`config.mk`:
```
export PLATFORM = sky130hd
export DESIGN_NAME = mode_select_decoder
export DESIGN_NICKNAME = d
export VERILOG_FILES = /design/src/verilog/mode_select_pkg.sv /design/src/verilog/mode_select_decoder.sv
export VERILOG_INCLUDE_DIRS = /design/src /design/src/verilog
export SDC_FILE = /design/constraint.sdc
export NUM_CORES = 1
export LEC_CHECK = 0
export BUFFER_PORTS_ARGS = -buffer_cell sky130_fd_sc_hd__buf_2
export CAP_MARGIN = 10
export CORE_MARGIN = 2
export CORE_UTILIZATION = 53
export CTS_CLUSTER_DIAMETER = 30
export DETAILED_ROUTE_END_ITERATION = 16
export GPL_TIMING_DRIVEN = 1
export PLACE_DENSITY = 0.86
export SKIP_CTS_REPAIR_TIMING = 1
export SLEW_MARGIN = 25
export SYNTH_ARGS = -nofsm -noshare
export SYNTH_HDL_FRONTEND = slang
export SYNTH_SLANG_ARGS = --single-unit
```
`constraint.sdc`:
```
create_clock -name pclk -period 2.97 [get_ports pclk]
set_clock_uncertainty 0.05 [all_clocks]
set_input_delay 0.1485 -clock pclk [delete_from_list [all_inputs] [get_ports pclk]]
set_output_delay 0.1485 -clock pclk [all_outputs]
set_load 0.02 [all_outputs]
```
`src/verilog/mode_select_consts.svh`:
```
// Purpose: Constants for the mode select instruction decoder
// Assumes: 16-bit instruction words, 32-bit APB registers
// Notes: Offsets are byte addresses (index times four)
`ifndef MODE_SELECT_CONSTS_SVH
`define MODE_SELECT_CONSTS_SVH

// Register indexes as printed
`define IDX_DRIVE_A 12'h184
`define IDX_DRIVE_B 12'h185
`define IDX_DRIVE_C 12'h186
`define IDX_DRIVE_D 12'h187
`define IDX_CUR_FIRST 12'h188
`define IDX_CUR_SECOND 12'h189
// Own registers
`define IDX_CORE_SETUP 12'h190
`define IDX_MODE_STATUS 12'h191

// Opcode patterns (upper bits compared under mask)
`define OPC_SHRSI 16'h2780
`define MSK_SHRSI 16'hff80
`define OPC_SLAB 16'h360a
`define MSK_SLAB 16'hfffe
`define OPC_SLFBK 16'h3640
`define MSK_SLFBK 16'hfff8
`define OPC_SLSA 16'h3608
`define MSK_SLSA 16'hfffe
`define OPC_STAB 16'h3400
`define MSK_STAB 16'hffc0
`define OPC_STADC 16'h3568
`define MSK_STADC 16'hfff8
`define OPC_STAL 16'h357c
`define MSK_STAL 16'hfffc

// Reset values
`define RST_ARITH_MODE 2'h2
`define RST_BASE_SRC 1'h0
`define RST_SPI_SRC 1'h0
`define RST_FB_REF 1'h0
`define RST_AUTO_DIAG 1'h0

// Diagnosis codes
`define DIAG_KEEP 2'h0
`define DIAG_OFF 2'h2
`define DIAG_ON 2'h3

// Arithmetic mode bits
`define ARITH_UNSIGNED_BIT 1
`define ARITH_SAT_BIT 0

`endif

```
`src/verilog/mode_select_pkg.sv`:
```
// Purpose: Types for the mode select instruction decoder
// Assumes: Consts header supplies numbers
// Notes: Types only
`default_nettype none
package mode_select_pkg;
  typedef struct packed {
    logic valid;
    logic [15:0] word;
  } instr_type;

  typedef struct packed {
    logic base_from_index;
    logic spi_from_index;
    logic [5:0] base_value;
    logic fb_ref_battery;
    logic auto_diag_on;
    logic [3:0] adc_mode;
    logic [1:0] arith_mode;
  } settings_type;

  typedef struct packed {
    logic shift_out_flag;
    logic shift_overflow_flag;
  } cond_type;

  typedef enum logic [1:0] {
    st_idle,
    st_shift,
    st_finish
  } exec_state_type;
endpackage
`default_nettype wire

```
`src/verilog/mode_select_decoder.sv`:
```
// Purpose: Decode and execute shift and mode select instructions of one microcore
// Assumes: One instruction at a time; issue only while ready is high
// Notes: Rights registers reached over APB; settings exported as flops
//
// Register access over APB was decided locally.
`include "mode_select_consts.svh"
`default_nettype none

// Notes on behaviour
// [RL1] The signed right shift keeps the sign bit and shifts the rest right as two's complement.
// [RL2] The signed right shift takes one clock per count of its 4-bit immediate.
// [RL3] After the signed right shift the shift-out and shift-overflow flags are updated.
// [RL4] The base source instruction picks the dedicated base for 0 and the index register for 1, dedicated at reset.
// [RL5] The feedback reference goes to boost for 0 and battery for 1, boost at reset.
// [RL6] Diagnosis code 00 keeps, 10 disables, 11 enables automatic diagnosis, and 01 does nothing.
// [RL7] The feedback reference instruction acts only with drive rights from the output rights registers.
// [RL8] The SPI pointer instruction picks the dedicated SPI address for 0 and the index register for 1.
// [RL9] The load base instruction writes its 6-bit immediate into the base register.
// [RL10] The conversion mode instruction sets conversion for 1 and comparison for 0, comparison at reset.
// [RL11] The 2-bit target picks same/other core and same/other channel blocks.
// [RL12] The conversion mode instruction acts only with access rights from the current block rights registers.
// [RL13] The arithmetic mode instruction stores its 2-bit operand as the ALU mode bits.
// [RL14] Overflow is flagged in all modes and clamping happens only in saturating modes; the code registers the overflow input but exports no flag.
// [RL15] After reset the arithmetic mode is unsigned without saturation.
// [RL16] Without rights the guarded instructions change nothing and still complete.
module mode_select_decoder #(
  parameter int DATA_W = 16,
  parameter int CORE_BIT = 0,
  parameter int CHAN_BIT = 1,
  parameter int DRIVE_BIT = 0
) (
  // Clock and reset
  input wire logic pclk,
  input wire logic presetn,
  // APB slave
  input wire logic psel,
  input wire logic penable,
  input wire logic pwrite,
  input wire logic [13:0] paddr,
  input wire logic [31:0] pwdata,
  output logic [31:0] prdata,
  output logic pready,
  output logic pslverr,
  // Instruction issue
  input wire mode_select_pkg::instr_type instr,
  input wire logic [2:0] alu_reg_select,
  input wire logic [DATA_W-1:0] alu_operand,
  output logic instr_ready,
  output logic instr_done,
  output logic [DATA_W-1:0] shift_result,
  // ALU overflow report from arithmetic path
  input wire logic arith_overflow_in,
  // Settings and flags
  output mode_select_pkg::settings_type settings,
  output mode_select_pkg::cond_type cond_flags,
  output logic saturate_enable,
  output logic [DATA_W-1:0] alu_index_value_mux
);
  import mode_select_pkg::*;

  // Rights and setup registers
  logic [15:0] drive_rights_q [4];
  logic [15:0] cur_rights_q [2];
  logic [DATA_W-1:0] index_reg_q;
  exec_state_type state_q;
  logic [3:0] count_q;
  logic [DATA_W-1:0] work_q;
  logic sb_acc_q;
  logic mo_acc_q;
  settings_type settings_q;
  cond_type cond_q;
  logic done_q;
  logic arith_ovf_q;

  // Opcode match helper
  function automatic logic hit(input logic [15:0] w, input logic [15:0] opc, input logic [15:0] msk);
    hit = (w & msk) == opc;
  endfunction

  // Word index from byte address; low two bits ignored
  wire logic [11:0] word_idx = paddr[13:2];
  wire logic apb_access = psel && penable;
  wire logic apb_wr = apb_access && pwrite;
  wire logic idx_drive = word_idx >= `IDX_DRIVE_A && word_idx <= `IDX_DRIVE_D;
  wire logic idx_cur = word_idx == `IDX_CUR_FIRST || word_idx == `IDX_CUR_SECOND;
  wire logic idx_setup = word_idx == `IDX_CORE_SETUP;
  wire logic idx_status = word_idx == `IDX_MODE_STATUS;
  wire logic idx_mapped = idx_drive || idx_cur || idx_setup || idx_status;
  wire logic [1:0] drive_sel = word_idx[1:0];
  wire logic cur_sel = word_idx[0];

  // Instruction decode
  wire logic [15:0] iw = instr.word;
  wire logic issue = instr.valid && state_q == st_idle;
  wire logic do_shrsi = issue && hit(iw, `OPC_SHRSI, `MSK_SHRSI);
  wire logic do_slab = issue && hit(iw, `OPC_SLAB, `MSK_SLAB);
  wire logic do_slfbk = issue && hit(iw, `OPC_SLFBK, `MSK_SLFBK);
  wire logic do_slsa = issue && hit(iw, `OPC_SLSA, `MSK_SLSA);
  wire logic do_stab = issue && hit(iw, `OPC_STAB, `MSK_STAB);
  wire logic do_stadc = issue && hit(iw, `OPC_STADC, `MSK_STADC);
  wire logic do_stal = issue && hit(iw, `OPC_STAL, `MSK_STAL);
  wire logic [3:0] shift_imm = iw[6:3];

  // Drive right: any of the four rights words grants this core's bit
  wire logic drive_ok = drive_rights_q[0][DRIVE_BIT] | drive_rights_q[1][DRIVE_BIT] |
                        drive_rights_q[2][DRIVE_BIT] | drive_rights_q[3][DRIVE_BIT]; // [RL7]
  // Target block number: bit0 other core, bit1 other channel
  wire logic [1:0] target_sel = iw[1:0]; // [RL11]
  wire logic [1:0] own_block = {CHAN_BIT[0], CORE_BIT[0]};
  wire logic [1:0] block_num = own_block ^ {target_sel[1], target_sel[0]}; // [RL11]
  wire logic cur_ok = cur_rights_q[0][block_num] | cur_rights_q[1][block_num]; // [RL12]

  // Shift step: sign kept, lsb falls out
  wire logic [DATA_W-1:0] shift_step = {work_q[DATA_W-1], work_q[DATA_W-1:1]}; // [RL1]

  // APB register writes
  always_ff @(posedge pclk or negedge presetn) begin
    if (!presetn) begin
      for (int i = 0; i < 4; i++) begin
        drive_rights_q[i] <= 16'h0000;
      end
      cur_rights_q[0] <= 16'h0000;
      cur_rights_q[1] <= 16'h0000;
      index_reg_q <= '0;
    end else if (apb_wr) begin
      if (idx_drive) begin
        drive_rights_q[drive_sel] <= pwdata[15:0];
      end
      if (idx_cur) begin
        cur_rights_q[cur_sel] <= pwdata[15:0];
      end
      if (idx_setup) begin
        index_reg_q <= pwdata[DATA_W-1:0];
      end
    end
  end

  // Read mux; unmapped words read zero with an error
  logic [31:0] rd_mux;
  always_comb begin
    rd_mux = 32'h0000_0000;
    if (idx_drive) begin
      rd_mux = {16'h0000, drive_rights_q[drive_sel]};
    end else if (idx_cur) begin
      rd_mux = {16'h0000, cur_rights_q[cur_sel]};
    end else if (idx_setup) begin
      rd_mux = {{(32 - DATA_W){1'b0}}, index_reg_q};
    end else if (idx_status) begin
      rd_mux = {14'h0000, cond_q, settings_q};
    end
  end

  // APB answer registered: ready in the first access cycle, no wait state
  always_ff @(posedge pclk or negedge presetn) begin
    if (!presetn) begin
      pready <= 1'b0;
      prdata <= 32'h0000_0000;
      pslverr <= 1'b0;
    end else begin
      pready <= psel && !penable;
      prdata <= rd_mux;
      pslverr <= psel && !penable && !idx_mapped;
    end
  end

  // Shift sequencer
  always_ff @(posedge pclk or negedge presetn) begin
    if (!presetn) begin
      state_q <= st_idle;
      count_q <= 4'h0;
      work_q <= '0;
      sb_acc_q <= 1'b0;
      mo_acc_q <= 1'b0;
    end else begin
      unique case (state_q)
        st_idle: begin
          if (do_shrsi) begin
            work_q <= alu_operand;
            count_q <= shift_imm; // [RL2]
            sb_acc_q <= 1'b0;
            mo_acc_q <= 1'b0;
            state_q <= (shift_imm == 4'h0) ? st_finish : st_shift;
          end
        end
        st_shift: begin
          work_q <= shift_step; // [RL1]
          sb_acc_q <= work_q[0];
          mo_acc_q <= mo_acc_q | work_q[0]; // [RL3]
          count_q <= count_q - 4'h1;
          if (count_q == 4'h1) begin
            state_q <= st_finish;
          end
        end
        st_finish: begin
          state_q <= st_idle;
        end
      endcase
    end
  end

  // Mode settings; guarded ones need rights
  always_ff @(posedge pclk or negedge presetn) begin
    if (!presetn) begin
      settings_q.base_from_index <= `RST_BASE_SRC; // [RL4]
      settings_q.spi_from_index <= `RST_SPI_SRC; // [RL8]
      settings_q.base_value <= 6'h00;
      settings_q.fb_ref_battery <= `RST_FB_REF; // [RL5]
      settings_q.auto_diag_on <= `RST_AUTO_DIAG;
      settings_q.adc_mode <= 4'h0; // [RL10]
      settings_q.arith_mode <= `RST_ARITH_MODE; // [RL15]
    end else begin
      if (do_slab) begin
        settings_q.base_from_index <= iw[0]; // [RL4]
      end
      if (do_slsa) begin
        settings_q.spi_from_index <= iw[0]; // [RL8]
      end
      if (do_stab) begin
        settings_q.base_value <= iw[5:0]; // [RL9]
      end
      // Missing rights leave everything as it was
      if (do_slfbk && drive_ok) begin // [RL7] [RL16]
        settings_q.fb_ref_battery <= iw[2]; // [RL5]
        if (iw[1:0] == `DIAG_OFF) begin
          settings_q.auto_diag_on <= 1'b0; // [RL6]
        end else if (iw[1:0] == `DIAG_ON) begin
          settings_q.auto_diag_on <= 1'b1; // [RL6]
        end
      end
      if (do_stadc && cur_ok) begin // [RL12] [RL16]
        settings_q.adc_mode[block_num] <= iw[2]; // [RL10]
      end
      if (do_stal) begin
        settings_q.arith_mode <= iw[1:0]; // [RL13]
      end
    end
  end

  // Completion, overflow capture and shift flags
  always_ff @(posedge pclk or negedge presetn) begin
    if (!presetn) begin
      cond_q <= '0;
      done_q <= 1'b0;
      arith_ovf_q <= 1'b0;
    end else begin
      done_q <= (issue && !do_shrsi && instr.valid) || state_q == st_finish; // [RL16]
      arith_ovf_q <= arith_overflow_in; // [RL14]
      if (state_q == st_finish) begin
        cond_q.shift_out_flag <= sb_acc_q; // [RL3]
        cond_q.shift_overflow_flag <= mo_acc_q; // [RL3]
      end
    end
  end

  // Output flops
  always_ff @(posedge pclk or negedge presetn) begin
    if (!presetn) begin
      instr_ready <= 1'b0;
      instr_done <= 1'b0;
      shift_result <= '0;
      settings <= '0;
      cond_flags <= '0;
      saturate_enable <= 1'b0;
      alu_index_value_mux <= '0;
    end else begin
      instr_ready <= state_q == st_idle && !do_shrsi;
      instr_done <= done_q;
      shift_result <= work_q;
      settings <= settings_q;
      cond_flags <= cond_q;
      // Clamp only in saturating modes; overflow is not flagged on any output
      saturate_enable <= settings_q.arith_mode[`ARITH_SAT_BIT]; // [RL14]
      alu_index_value_mux <= settings_q.base_from_index ? index_reg_q : {{(DATA_W - 6){1'b0}}, settings_q.base_value};
    end
  end

  // Overflow seen by the ALU is registered but drives no output
  wire logic unused_ok = arith_ovf_q ^ (|alu_reg_select) ^ pwdata[31];
endmodule
`default_nettype wire

```
==> run metrics <==
status finished clean; metal2 WL approximately 12 mm; Post-DRT Antenna Nets 0; Longest Clk Path Bufs 3; WL final 24.0 mm; DP Wirelength 14.7 mm; Clk Latency, worst-skew pair a little over 0.5 ns; Initial Util 0.542; H-tree depth 2; Slew Limit Fails 0; Util after Layout 0.693; Post-Route Setup TNS 0 ns; cts bufs inserted 40; xor/xnor cell area share of the yosys netlist 0; Rows between 40 and 50; drt via density around 5.7; Synth Area per Inst 13.6 sq um; Yosys top cell by area dfrtp_1; largest net degree at the start of global routing around 110; largest family of logic cells by synthesized area multiplexers; power per cell area around 770 nW/um^2; die width between 100 and 150 um; drt wl/cell around 20 um; Clk pin slew, worst setup/hold paths 0.05 ns; Worst Path Max Fanout 6; Synth Flop Type dfrtp_1; Final nets around 1000; Yosys warning count 0; die height 139 um; flops & latches, synth 227; ranking of synthesized cells by area dfrtp_1 58%, mux2_2 16%, mux2i_1 5.4%; metal3 WL about 1.5 mm; mux cell area share after synthesis 0.249; maximum VDD drop approximately 0.53 mV; first-pass iteration count of the detailed router 5; Worst Hold Class primary input to register; most frequent cells after synthesis 226 x dfrtp_1, 137 x mux2_2, 54 x o21ai_0, 52 x mux2i_1, 31 x nand2_1; Final setup viols 0; DRC 0; Syn Inst Count just over 700; GRT Total Usage 0.241; IO buf count 138; unrepaired setup endpoints after global routing no; Crit Path Class register to register; vias in the first global route about 6700; crit share post-route 0.863; GRT Residual Overflow 0; Root Buffer clkbuf_16; DR iter-0 viols between 400 and 500; max-cap violations 0; Synth top area share 0.581; routed vias about 6700; sequential area share after synthesis 0.584; Compound-Gate Fraction of Synth Area 0.0553; share of post-route cells with drive strength above 1 0.413; met1 wire length between 10 and 15 mm; clock net sink count ~230; type of origin of the critical path register; FFs w/ async S/R, synth 1.00; Post-synth EDFFs 0; CP endpoint kind register; Worst Tran Pin Value slightly above 0.8 ns; Final Wtd Congestion a little over 0.8; Hold Violations, Final 0; area of the core ~18000 sq um; Top Ports around 180; CTS tree done; first-pass GRT wire length between 30 and 40 mm; most common cell in the netlist dfrtp_1; Netlist cell types between 40 and 50; total power about 9600 uW; max_slew headroom 0.458; Worst EP arrival between 2 and 3 ns; internal reg-to-reg setup slack approximately 0.41 ns; initial antenna violation count 0; post-layout min period around 2.6 ns; cell area after synthesis 9730 sq um; Max Clk Rate roughly 390 MHz; Antenna Diode Count 0; post-synthesis simple-gate area fraction 0.0675; top sig layer met4; number of fill cells 1124; Layout area overhead 27.9%; leak pwr between 0.006 and 0.007 uW; Critical Path RT 3.30 ns; Adder-Cell Fraction of Synth Area 0.00643; die area 19500 sq um
## critical path, cell delays in order, from the launching register on
cell and delay (ns):
dfrtp_1 0.39, inv_1 0.09, ha_1 0.28, nand4b_1 0.19, or4_1 0.54, nor4_1 0.49, mux2_2 0.40
## final timing paths
path                                   startpoint                              to  cells past startpoint
max                        state_q[0]$_DFFE_PN0P_       settings_q[7]$_DFFE_PN0P_                      6
min                                    pwdata[10]    cur_rights_q[10]$_DFFE_PN0P_                      2
max reg2reg                state_q[0]$_DFFE_PN0P_       settings_q[7]$_DFFE_PN0P_                      6
min reg2reg                      done_q$_DFF_PN0_            instr_done$_DFF_PN0_                      0
max in group asynchronous                 presetn           work_q[8]$_DFFE_PN0P_                      3
min in group asynchronous                 presetn  drive_rights_q[59]$_DFFE_PN0P_                      2
## layout by cell type (no fill, tap or decap), types with 8 or more instances in the layout
| cell | synthesis | layout |
|---|---|---|
| dfrtp_1 | 226 | 226 |
| mux2_2 | 137 | 137 |
| buf_2 | 13 | 136 |
| o21ai_0 | 54 | 54 |
| mux2i_1 | 52 | 51 |
| clkbuf_16 | 0 | 42 |
| dlygate4sd3_1 | 0 | 40 |
| nand2_1 | 31 | 31 |
| inv_1 | 22 | 22 |
| a21oi_1 | 19 | 19 |
| mux4_2 | 16 | 16 |
| o211ai_1 | 16 | 16 |
| conb_1 | 1 | 14 |
| buf_4 | 16 | 14 |
| and2_1 | 10 | 10 |
| clkinvlp_4 | 0 | 8 |
## area by class of cell
cell class	instances	area, sq um	share of cell area
Sequential cell	227	5680	0.456
Multi-Input combinational cell	427	3740	0.300
Timing Repair Buffer	193	1240	0.0997
Clock buffer	50	1130	0.0909
Clock inverter	23	287	0.0230
Tap cell	229	287	0.0230
Inverter	22	82.6	0.00663
## stage by stage
stage / hold WS [ns] / setup WS, ns / instances / area (sq um)
after detailed placement: 0.214 / 0.468 / 1058 / 10600
after global routing: 0.00309 / 0.204 / 1171 / 12400
after global placement: 0.212 / 0.518 / 1058 / 10600
after floorplan: -0.197 / 0.764 / 728 / 9780
after CTS: -0.318 / 0.367 / 1131 / 12000
final: 0.00609 / 0.405 / 1171 / 12400
## per-layer routing
| layer | global-route usage | vias to the layer above |
|---|---|---|
| li1 | - | 2954 |
| met1 | 0.327 | 3396 |
| met2 | 0.388 | 280 |
| met3 | 0.0561 | 55 |
| met4 | 0.0787 | 0 |
| met5 | 0 | - |
## state kept, by name, indices dropped and copies added (netlist names), 4 cells and up
name                 cells
drive_rights_q          64
alu_index_value_mux     16
settings_q              16
cur_rights_q            32
work_q                  16
count_q                  4
prdata                  18
index_reg_q             16
settings                16
shift_result            16
## cell families (layout without fill, tap and decap cells)
| logic type | Yosys count | count (layout) |
|---|---|---|
| adders and majority gates | 5 | 5 |
| buffers and inverters | 74 | 288 |
| DFF | 227 | 227 |
| other | 1 | 14 |
| muxes | 205 | 205 |
| and+or+nand+nor | 107 | 107 |
| AOI/OAI and AO/OA | 96 | 96 |
## report_power, final
part / internal, uW / total, uW / switching [uW]
Clock: 3150 / 4710 / 1570
Combinational: 501 / 1320 / 819
Sequential: 3380 / 3550 / 171
Note: power is estimated with default switching activity, not from simulation.
